**config.mk**
```make
export PLATFORM = sky130hd
export DESIGN_NAME = sram_cycle_decode
export DESIGN_NICKNAME = d
export VERILOG_FILES = /design/src/sram_cycle_pkg.sv /design/src/sram_cycle_decode.sv /design/src/word_fifo.sv
export SDC_FILE = /design/constraint.sdc
export NUM_CORES = 2
export LEC_CHECK = 0
export BUFFER_PORTS_ARGS = -buffer_cell sky130_fd_sc_hd__clkbuf_2
export CAP_MARGIN = 20
export CORE_AREA = 2 2 280 489
export CTS_BUF_LIST = sky130_fd_sc_hd__clkbuf_8
export DETAILED_ROUTE_END_ITERATION = 7
export DIE_AREA = 0 0 282 491
export PLACE_DENSITY = 0.78
export SLEW_MARGIN = 10
export SYNTH_ARGS = -nofsm -noshare
export SYNTH_HDL_FRONTEND = slang
export SYNTH_SLANG_ARGS = --single-unit
```
**constraint.sdc**
```tcl
create_clock -name clk -period 4.7 [get_ports clk]
set_input_delay 0.94 -clock clk [delete_from_list [all_inputs] [get_ports clk]]
set_output_delay 0.94 -clock clk [all_outputs]
set_load 0.005 [all_outputs]
```
**src/sram_cycle_pkg.sv**
```systemverilog
package sram_cycle_pkg;

    // array geometry: word address width and byte lanes, each lane 8 data
    // bits plus one parity bit
    localparam int ADDR_W = 21;
    localparam int LANES = 4;
    localparam int BYTE_W = 8;
    localparam int DATA_W = LANES * BYTE_W;

    // burst counter covers the two lowest address bits
    localparam int BURST_W = 2;
    localparam logic [BURST_W-1:0] BURST_START = 2'h0;
    localparam logic [BURST_W-1:0] BURST_STEP = 2'h1;

    // sleep entry and exit each take this many clock cycles
    localparam int SLEEP_CYCLES = 2;
    localparam int SLEEP_CNT_W = 2;
    localparam logic [SLEEP_CNT_W-1:0] SLEEP_LAST =
        SLEEP_CNT_W'(SLEEP_CYCLES - 1);
    localparam logic [SLEEP_CNT_W-1:0] SLEEP_DONE = 2'h0;

    // write buffer depth between pins and array
    localparam int WBUF_DEPTH = 32;

    // clock period in ns, for reference when converting sleep timing
    localparam int CLK_PERIOD_NS = 20;

    // state of the cycle that follows the last qualified edge
    typedef enum logic [2:0] {
        ST_DESEL    = 3'h0,
        ST_READ     = 3'h1,
        ST_WRITE    = 3'h2,
        ST_SLEEP_IN = 3'h3,
        ST_SLEEP    = 3'h4,
        ST_WAKE     = 3'h5
    } op_state_t;

    localparam op_state_t RESET_STATE = ST_DESEL;

    // one word of the shared bus or the array, parity per lane
    typedef struct packed {
        logic [LANES-1:0] parity;
        logic [DATA_W-1:0] data;
    } lane_word_t;

    // one buffered write towards the array
    typedef struct packed {
        logic [ADDR_W-1:0] addr;
        logic [LANES-1:0] lane_en;
        lane_word_t word;
    } wr_entry_t;

    localparam int WR_ENTRY_W = $bits(wr_entry_t);

endpackage

```
**src/sram_cycle_decode.sv**
```systemverilog
// Function
// chips selected, load, read: start read burst
// advance during read: next address, data out
// read started with output enable off: tristate
// read continue, output enable off: tristate
// chips selected, load, write: start write burst
// advance during write: next address, take lanes
// write begin with no lanes: nothing stored
// write continue with no lanes: advance, nothing stored
// qualifier high: ignore edge, hold everything
// qualifier high only stretches previous cycle
// write cycles keep data and parity tristate
// output enable is combinational, masked during writes
// power up deselected with pins tristate
// each lane writes its byte plus parity
// write strobe low, no lanes: empty write
// load with any select off deselects
// two bit burst, linear or interleaved wrap
// sleep tristates, ignores inputs, two cycle transitions
// write data taken one edge after address
`timescale 1ns/100ps
`default_nettype none

module sram_cycle_decode
    import sram_cycle_pkg::*;
#(
    parameter int WBUF_WORDS = WBUF_DEPTH
) (
    // clock and reset
    input wire logic clk,
    input wire logic sys_rst,
    // address and control pins
    input wire logic [ADDR_W-1:0] addr_in,
    input wire logic chip_sel_a_n,
    input wire logic chip_sel_b,
    input wire logic chip_sel_c_n,
    input wire logic advance_or_load,
    input wire logic write_en_n,
    input wire logic [LANES-1:0] byte_lane_sel_n,
    input wire logic out_en_n,
    input wire logic clk_qualify_n,
    input wire logic sleep_req,
    input wire logic burst_interleave,
    // shared data and parity pins
    input wire logic [DATA_W-1:0] dq_in,
    output logic [DATA_W-1:0] dq_out,
    output logic dq_oe,
    input wire logic [LANES-1:0] io_parity_in,
    output logic [LANES-1:0] io_parity_out,
    output logic io_parity_oe,
    // array read port, one cycle synchronous read
    output logic array_rd_en,
    output logic [ADDR_W-1:0] array_rd_addr,
    input wire lane_word_t array_rd_data,
    // array write port, fed from the write buffer
    output logic array_wr_valid,
    input wire logic array_wr_ready,
    output wr_entry_t array_wr,
    // status
    output logic write_buffer_ready,
    output logic sleeping
);

    op_state_t state;
    op_state_t next_state;
    logic [SLEEP_CNT_W-1:0] sleep_cnt;
    logic [SLEEP_CNT_W-1:0] next_sleep_cnt;
    logic [ADDR_W-1:0] base_addr;
    logic [BURST_W-1:0] burst_cnt;
    logic [LANES-1:0] lane_en;

    // decode of the pins at this edge
    wire cs_all = !chip_sel_a_n && chip_sel_b && !chip_sel_c_n;
    wire in_sleep_path = (state == ST_SLEEP_IN) || (state == ST_SLEEP) ||
                         (state == ST_WAKE);
    wire sleep_busy = sleep_req || in_sleep_path;
    wire awake = !sleep_busy;
    wire in_burst = (state == ST_READ) || (state == ST_WRITE);

    // a write data phase is due at the next qualified edge
    wire wr_due = (state == ST_WRITE) && (lane_en != '0);
    wire push_ready;
    // a full buffer holds the edge off like a wait state
    wire buf_stall = wr_due && !push_ready;
    wire qual = !clk_qualify_n && !buf_stall && awake;

    wire do_load = qual && !advance_or_load;
    wire do_adv = qual && advance_or_load && in_burst;
    wire load_read = cs_all && write_en_n;
    wire load_write = cs_all && !write_en_n;
    wire load_desel = !cs_all;

    // burst sequence on the low address bits
    wire [BURST_W-1:0] start_low = base_addr[BURST_W-1:0];
    wire [BURST_W-1:0] step_cnt = burst_cnt + BURST_STEP;
    wire [BURST_W-1:0] cur_low = burst_interleave ?
                                 (start_low ^ burst_cnt) :
                                 (start_low + burst_cnt);
    wire [BURST_W-1:0] adv_low = burst_interleave ?
                                 (start_low ^ step_cnt) :
                                 (start_low + step_cnt);
    wire [ADDR_W-1:0] cur_addr = {base_addr[ADDR_W-1:BURST_W], cur_low};
    wire [ADDR_W-1:0] adv_addr = {base_addr[ADDR_W-1:BURST_W], adv_low};

    // write data phase: word on the pins one edge after its address
    wire push = qual && wr_due;
    wr_entry_t push_entry;
    assign push_entry.addr = cur_addr;
    assign push_entry.lane_en = lane_en;
    assign push_entry.word.data = dq_in;
    assign push_entry.word.parity = io_parity_in;

    // array read: address goes out before the edge, data after it
    assign array_rd_en = (do_load && load_read) ||
                         (do_adv && (state == ST_READ));
    assign array_rd_addr = do_load ? addr_in : adv_addr;

    // output drivers follow output enable without the clock
    wire drive = (state == ST_READ) && !out_en_n;
    assign dq_oe = drive;
    assign io_parity_oe = drive;
    assign dq_out = array_rd_data.data;
    assign io_parity_out = array_rd_data.parity;

    assign sleeping = (state == ST_SLEEP);

    always_comb begin
        next_state = state;
        next_sleep_cnt = sleep_cnt;
        case (state)
            ST_SLEEP_IN: begin
                if (sleep_cnt == SLEEP_DONE) begin
                    next_state = sleep_req ? ST_SLEEP : ST_WAKE;
                    next_sleep_cnt = SLEEP_LAST;
                end else begin
                    next_sleep_cnt = sleep_cnt - 1'b1;
                end
            end
            ST_SLEEP: begin
                if (!sleep_req) begin
                    next_state = ST_WAKE;
                    next_sleep_cnt = SLEEP_LAST;
                end
            end
            ST_WAKE: begin
                if (sleep_cnt == SLEEP_DONE) begin
                    next_state = ST_DESEL;
                end else begin
                    next_sleep_cnt = sleep_cnt - 1'b1;
                end
            end
            default: begin
                if (sleep_req) begin
                    // a pending access is dropped on sleep entry
                    next_state = ST_SLEEP_IN;
                    next_sleep_cnt = SLEEP_LAST;
                end else if (do_load) begin
                    if (load_read) begin
                        next_state = ST_READ;
                    end else if (load_write) begin
                        next_state = ST_WRITE;
                    end else begin
                        next_state = ST_DESEL;
                    end
                end
            end
        endcase
    end

    always_ff @(posedge clk) begin
        if (sys_rst) begin
            state <= RESET_STATE;
            sleep_cnt <= SLEEP_DONE;
        end else begin
            state <= next_state;
            sleep_cnt <= next_sleep_cnt;
        end
    end

    // address latch and burst counter
    always_ff @(posedge clk) begin
        if (sys_rst) begin
            base_addr <= '0;
            burst_cnt <= BURST_START;
        end else if (do_load && !load_desel) begin
            base_addr <= addr_in;
            burst_cnt <= BURST_START;
        end else if (do_adv) begin
            burst_cnt <= step_cnt;
        end
    end

    // lane selects travel with the address cycle
    always_ff @(posedge clk) begin
        if (sys_rst) begin
            lane_en <= '0;
        end else if (sleep_busy) begin
            lane_en <= '0;
        end else if ((do_load && load_write) ||
                     (do_adv && (state == ST_WRITE))) begin
            lane_en <= ~byte_lane_sel_n;
        end else if (qual) begin
            lane_en <= '0;
        end
    end

    // the array may stall the drain; a full buffer then stalls the pins
    word_fifo #(
        .WIDTH(WR_ENTRY_W),
        .DEPTH(WBUF_WORDS)
    ) u_wbuf (
        .clk(clk),
        .sys_rst(sys_rst),
        .in_valid(push),
        .in_ready(push_ready),
        .in_data(push_entry),
        .out_valid(array_wr_valid),
        .out_ready(array_wr_ready),
        .out_data(array_wr)
    );

    assign write_buffer_ready = push_ready;

    a_read_drives: assert property (
        @(posedge clk) disable iff (sys_rst)
        do_load && load_read && !sleep_req ##1 !out_en_n |-> dq_oe)
        else $error("read cycle with output enable low not driving");

    a_dummy_read: assert property (
        @(posedge clk) disable iff (sys_rst)
        (state == ST_READ) && out_en_n |-> !dq_oe && !io_parity_oe)
        else $error("dummy read drives the pins");

    a_write_tristate: assert property (
        @(posedge clk) disable iff (sys_rst)
        do_load && load_write && !sleep_req |=>
        (state == ST_WRITE) && !dq_oe && !io_parity_oe)
        else $error("write cycle drives the pins");

    a_stall_holds: assert property (
        @(posedge clk) disable iff (sys_rst)
        clk_qualify_n && !sleep_busy |=>
        $stable(state) && $stable(burst_cnt) && $stable(base_addr))
        else $error("stalled edge changed state or address");

    a_deselect_load: assert property (
        @(posedge clk) disable iff (sys_rst)
        do_load && !cs_all && !sleep_req |=>
        (state == ST_DESEL) && !dq_oe)
        else $error("load with a select off did not deselect");

    a_burst_step: assert property (
        @(posedge clk) disable iff (sys_rst)
        do_adv && !burst_interleave ##1 !burst_interleave |->
        cur_addr[BURST_W-1:0] ==
        BURST_W'($past(cur_addr[BURST_W-1:0]) + BURST_STEP))
        else $error("linear burst address did not step by one");

    // the edge after that belongs to whatever op follows the abort
    a_abort_no_push: assert property (
        @(posedge clk) disable iff (sys_rst)
        do_load && load_write && (byte_lane_sel_n == '1) && !sleep_req
        |=> !push)
        else $error("write abort stored data");

    a_lane_data: assert property (
        @(posedge clk) disable iff (sys_rst)
        do_adv && (state == ST_WRITE) && !sleep_req |=>
        lane_en == ~$past(byte_lane_sel_n))
        else $error("continued write lost its lane selects");

    a_sleep_entry: assert property (
        @(posedge clk) disable iff (sys_rst)
        !in_sleep_path && sleep_req |=>
        (state == ST_SLEEP_IN) ##1 (state == ST_SLEEP_IN))
        else $error("sleep entry not two cycles");

    a_sleep_tristate: assert property (
        @(posedge clk) disable iff (sys_rst)
        in_sleep_path |-> !dq_oe && !io_parity_oe && !push)
        else $error("pins driven or write taken in sleep");

    a_powerup_desel: assert property (
        @(posedge clk)
        sys_rst |=> (state == ST_DESEL) && !dq_oe)
        else $error("not deselected after reset");

    a_adv_desel: assert property (
        @(posedge clk) disable iff (sys_rst)
        qual && advance_or_load && (state == ST_DESEL) |=>
        (state == ST_DESEL) && !dq_oe)
        else $error("advance after deselect left deselect");

    a_read_continue: assert property (
        @(posedge clk) disable iff (sys_rst)
        do_adv && (state == ST_READ) |-> array_rd_en ##1 (state == ST_READ))
        else $error("continued read did not fetch or left read");

    a_write_continue: assert property (
        @(posedge clk) disable iff (sys_rst)
        do_adv && (state == ST_WRITE) |=> (state == ST_WRITE))
        else $error("continued write left write");

    a_write_masked: assert property (
        @(posedge clk) disable iff (sys_rst)
        (state == ST_WRITE) |-> !dq_oe && !io_parity_oe)
        else $error("output enable not masked in write");

    a_dummy_continue: assert property (
        @(posedge clk) disable iff (sys_rst)
        do_adv && (state == ST_READ) && out_en_n ##1 out_en_n |->
        (state == ST_READ) && !dq_oe && !io_parity_oe)
        else $error("dummy read continue drives the pins");

    a_load_address: assert property (
        @(posedge clk) disable iff (sys_rst)
        do_load && !load_desel |=> (base_addr == $past(addr_in)) &&
        (burst_cnt == BURST_START))
        else $error("load did not take the pin address");

    a_interleave_step: assert property (
        @(posedge clk) disable iff (sys_rst)
        do_adv && burst_interleave ##1 burst_interleave |->
        (cur_addr[BURST_W-1:0] ^ base_addr[BURST_W-1:0]) ==
        BURST_W'($past(burst_cnt) + BURST_STEP))
        else $error("interleaved burst address wrong");

    a_abort_advance: assert property (
        @(posedge clk) disable iff (sys_rst)
        do_adv && (state == ST_WRITE) && (byte_lane_sel_n == '1) |=>
        !push && (state == ST_WRITE))
        else $error("write continue with no lanes stored data");

    a_empty_write: assert property (
        @(posedge clk) disable iff (sys_rst)
        do_load && load_write && (byte_lane_sel_n == '1) |=>
        (state == ST_WRITE) && (lane_en == '0))
        else $error("empty write enabled a lane");

    a_wake_two: assert property (
        @(posedge clk) disable iff (sys_rst)
        (state == ST_SLEEP) && !sleep_req |=>
        (state == ST_WAKE) ##1 (state == ST_WAKE) ##1 (state == ST_DESEL))
        else $error("sleep exit not two cycles");

    a_first_push: assert property (
        @(posedge clk) disable iff (sys_rst)
        do_load && load_write && (byte_lane_sel_n != '1) ##1 qual |->
        push && (push_entry.lane_en == ~$past(byte_lane_sel_n)) &&
        (push_entry.addr == $past(addr_in)))
        else $error("write data not taken one edge after address");

endmodule

`default_nettype wire

```
**src/word_fifo.sv**
```systemverilog
`timescale 1ns/100ps
`default_nettype none

module word_fifo #(
    parameter int WIDTH = 8,
    parameter int DEPTH = 32
) (
    // clock and reset
    input wire logic clk,
    input wire logic sys_rst,
    // filling side
    input wire logic in_valid,
    output logic in_ready,
    input wire logic [WIDTH-1:0] in_data,
    // draining side
    output logic out_valid,
    input wire logic out_ready,
    output logic [WIDTH-1:0] out_data
);

    localparam int PW = $clog2(DEPTH);
    localparam logic [PW:0] FULL_COUNT = (PW+1)'(DEPTH);
    localparam logic [PW-1:0] LAST_SLOT = PW'(DEPTH - 1);

    logic [WIDTH-1:0] mem [DEPTH];
    logic [PW-1:0] wr_ptr;
    logic [PW-1:0] rd_ptr;
    logic [PW:0] count;

    wire push = in_valid && in_ready;
    wire pop = out_valid && out_ready;
    wire [PW-1:0] next_wr_ptr = (wr_ptr == LAST_SLOT) ? '0 :
                                PW'(wr_ptr + 1'b1);
    wire [PW-1:0] next_rd_ptr = (rd_ptr == LAST_SLOT) ? '0 :
                                PW'(rd_ptr + 1'b1);

    assign in_ready = (count != FULL_COUNT);
    assign out_valid = (count != '0);
    // storage is flops, so the head word is already a register output
    assign out_data = mem[rd_ptr];

    always_ff @(posedge clk) begin
        if (push) begin
            mem[wr_ptr] <= in_data;
        end
    end

    always_ff @(posedge clk) begin
        if (sys_rst) begin
            wr_ptr <= '0;
            rd_ptr <= '0;
            count <= '0;
        end else begin
            if (push) begin
                wr_ptr <= next_wr_ptr;
            end
            if (pop) begin
                rd_ptr <= next_rd_ptr;
            end
            if (push && !pop) begin
                count <= (PW+1)'(count + 1'b1);
            end else if (pop && !push) begin
                count <= (PW+1)'(count - 1'b1);
            end
        end
    end

    a_count_bound: assert property (@(posedge clk) disable iff (sys_rst)
        count <= FULL_COUNT)
        else $error("fifo count above depth");

endmodule

`default_nettype wire

```
==> run_results.csv <==
group,metric,value,unit
clocking,cts.sinks,2005,
setup_path,rr_startpoint,"state[1]",
timing,timing.final.crit_share,95.18,%
routing,drt-initial-drc-count,4708,
setup_path,critPathRequiredTime,3.76,ns
grt,grt_max_degree,81,
clocking,clk_pin_slew,0.07,ns
routing,vias_per_cell,6.404,
finish,area_growth,11.49,%
finish,fillers,8540,
power_and_ir_drop,p_sw_share,23.55,%
grt,grt_pass1_wl,271000,um
power_and_ir_drop,seqPwrFrac,55.8,%
clocking,cts_tree,"done",
timing,finalSetupTns,0,ns
min_path,worstHoldStart,"byte_lane_sel_n[3]",
flow_run,cap_violations,0,
setup_path,worstSetupEndpointType,"primary output",
grt,grt_pass1_vias,41992,
finish,fin_area,86530,um^2
die,core_area,134300,um^2
timing,slew_headroom,26.69,%
timing,hold_viol_final,0,
setup_path,path_class,"flop to primary output",
synthesis,syn_nets,4183,
die,rows,178,
synthesis,yosys.area.top_type,"edfxtp_1",
die,dieWidth,282,um
setup_path,cp_max_fo,35,
routing,postRouteAntennaNets,0,
timing,layout_min_cycle_time,4.474,ns
routing,route.detailed.drc,0,
clocking,hold_buffers,0,
finish,nets,4520,
routing,num_vias,40886,
timing,rsz0062_at_grt,"no",
placement,io_buffers,160,
setup_path,startpoint_type,"flop",
grt,track_usage,27.21,%
die,die-area,138500,um^2
synthesis,async_flop_share,0,%
die,die_h,491,um
die,io_pins,233,
synthesis,netlist_area,77610,um^2
timing,finalSetupViolations,0,
placement,gp_congestion,0.7998,
synthesis,synth-edff-count,1952,
clocking,clock_latency,1.00,ns
min_path,hold_class,"primary input to flop",
synthesis,synth_ff_type,"edfxtp_1",
routing,wl_per_cell,29.43,um
finish,layoutNonFillerInstCount,6384,
clocking,cts_made_buffers,284,
clocking,ctsResizeCount,0,
run_status,outcome,"finished clean",
power_and_ir_drop,intPower,26.88,mW
placement,placed_area,81310,um^2
synthesis,netlist_top_cells_area,"edfxtp_1 76%, mux4_2 7.1%, mux2i_1 5.0%, a22oi_1 1.8%, nor2b_1 1.5%",
power_and_ir_drop,power.total,35.16,mW
routing,drt-total-wl,187900,um
synthesis,yosysTopAreaCellShare,75.53,%
clocking,ctsRootBufferMaster,"clkbuf_8",
clocking,postCtsSetupRepairBufs,0,
power_and_ir_drop,p_comb_share,8.9,%
synthesis,synthCells,4057,
synthesis,synth_cell_types,62,
synthesis,synth_area_per_cell,19.13,um^2
synthesis,yosysWarnings,0,
power_and_ir_drop,clkPwrFrac,35.3,%
placement,place_hpwl,102300,um
finish,drive_gt1_share,21.81,%
routing,firstDrtPassIters,6,
grt,antenna_found_initial,5,
timing,clock_skew,0.08146,ns
grt,grt_overflow,0,
synthesis,ys_seq_area_share,76.90,%
timing,drv_slew,0,
timing,tightest_slew,1.098,ns
timing,fmax,223.5,MHz
clocking,htreeDepth,5,
power_and_ir_drop,p_per_area,406.3,nW/um^2
clocking,cts_buffer_depth,4,
power_and_ir_drop,ir_worst_vdd,219.9,uV
power_and_ir_drop,p_leak,25.76,nW
power_and_ir_drop,p_switching,8.279,mW
setup_path,cp.arrival,3.53,ns
synthesis,ys_ff_latch,2005,
timing,hold_slack,0.1457,ns
placement,dp.cells,5894,
die,initial_core_util,57.79,%
==> flip-flops by register name, indices dropped and copies added (netlist names), named ones only <==
register / cells
u_wbuf.mem: 1952
base_addr: 21
u_wbuf.count: 6
u_wbuf.rd_ptr: 5
u_wbuf.wr_ptr: 5
lane_en: 4
state: 3
burst_cnt: 2
sleep_cnt: 2
==> cell type report <==
| class | instances | area, um^2 | area share [%] |
|---|---|---|---|
| Antenna cell | 3 | 7.507 | 0.008676 |
| Sequential cell | 2005 | 59690 | 68.98 |
| Clock buffer | 292 | 4019 | 4.645 |
| Tap cell | 1800 | 2252 | 2.603 |
| Timing Repair Buffer | 325 | 2704 | 3.125 |
| Clock inverter | 181 | 954.7 | 1.103 |
| Multi-Input combinational cell | 1767 | 16860 | 19.49 |
| Inverter | 11 | 41.29 | 0.04772 |
==> per-layer routing <==
layer  GRT usage, %  routed length, um  vias to the layer above
met5              0                 27                        -
met4          12.05               7739                        4
met3          5.216              16400                      472
met2          47.45              98940                     2304
met1          32.80              64800                    20944
li1               -                  -                    17162
==> synthesized netlist by cell type, types with 28 or more instances <==
master / number
a211oi_1: 124
a21oi_1: 200
a22oi_1: 183
buf_2: 92
buf_4: 38
clkbuf_1: 130
dfxtp_1: 53
edfxtp_1: 1952
mux2i_1: 391
mux4_2: 244
nand2_1: 28
nand3_1: 129
nand4_1: 63
nor2_1: 75
nor2b_1: 189
==> logic make-up (layout without fill, tap and decap cells) <==
logic type / Yosys count / in the layout / synth area share, %
compound gates: 545 / 545 / 4.621
xor+xnor: 10 / 10 / 0.1129
fa+ha+maj: 17 / 17 / 0.2838
buf+inv: 285 / 809 / 1.770
flops: 2005 / 2005 / 76.90
mux: 657 / 657 / 12.44
other cells: 0 / 3 / 0
simple gates: 538 / 538 / 3.871
==> stage by stage <==
step / setup WS, ns / utilization (%)
final: 0.2263 / 64.43
after global placement: 1.091 / 60.55
after global routing: 0.07317 / 64.43
after floorplan: 0.05104 / -
after detailed placement: 0.9618 / 60.55
after CTS: 0.1444 / 64.25
==> worst max-delay path: stages (launching register included) <==
cell	delay, ns
dfxtp_4	0.86
buf_12	0.34
buf_12	0.27
mux4_2	0.33
a22oi_1	0.25
nand4_1	0.27
clkbuf_2	0.19
==> cells in the final DEF (no fill, tap or decap), types with 5 or more instances in the layout <==
cell	netlist	layout
inv_1	10	83
o22ai_1	5	5
nand2_1	28	28
nor2b_1	189	187
a22oi_1	183	183
mux2_2	22	22
dfxtp_1	53	49
a211oi_1	124	124
nand3b_1	7	7
clkinv_2	0	40
bufinv_16	0	7
nor2_1	75	40
clkinvlp_4	0	7
nand3_1	129	129
clkbuf_8	0	292
a31oi_1	7	7
a21oi_1	200	200
o21ai_0	9	9
ha_1	16	16
nand2b_1	8	7
nand4_1	63	63
buf_8	0	11
edfxtp_1	1952	1952
buf_12	2	43
clkbuf_2	0	160
clkinv_1	0	51
mux2i_1	391	391
mux4_2	244	244
nor2_4	0	35
buf_4	38	108
xnor2_1	7	6
==> worst paths after layout <==
check                       endpoint  slack (ns)  cells past startpoint
hold reg to reg      u_wbuf.count[3]        0.51                      2
hold / removal            lane_en[3]        0.15                      2
setup reg to reg  u_wbuf.mem[11][40]        0.99                      7
setup / recovery        array_wr[29]        0.23                      6
==> power groups by stage <==
stage / logic [mW] / clock network (mW) / registers [mW]
after global routing: 3.33 / 13.3 / 19.6
after floorplan: 1.85 / 0 / 20.0
after global placement: 3.11 / 0 / 20.0
after CTS: 3.16 / 12.6 / 19.6
final: 3.13 / 12.4 / 19.6
after detailed placement: 3.15 / 0 / 20.0
No activity file was read; power rests on OpenSTA's default activity.
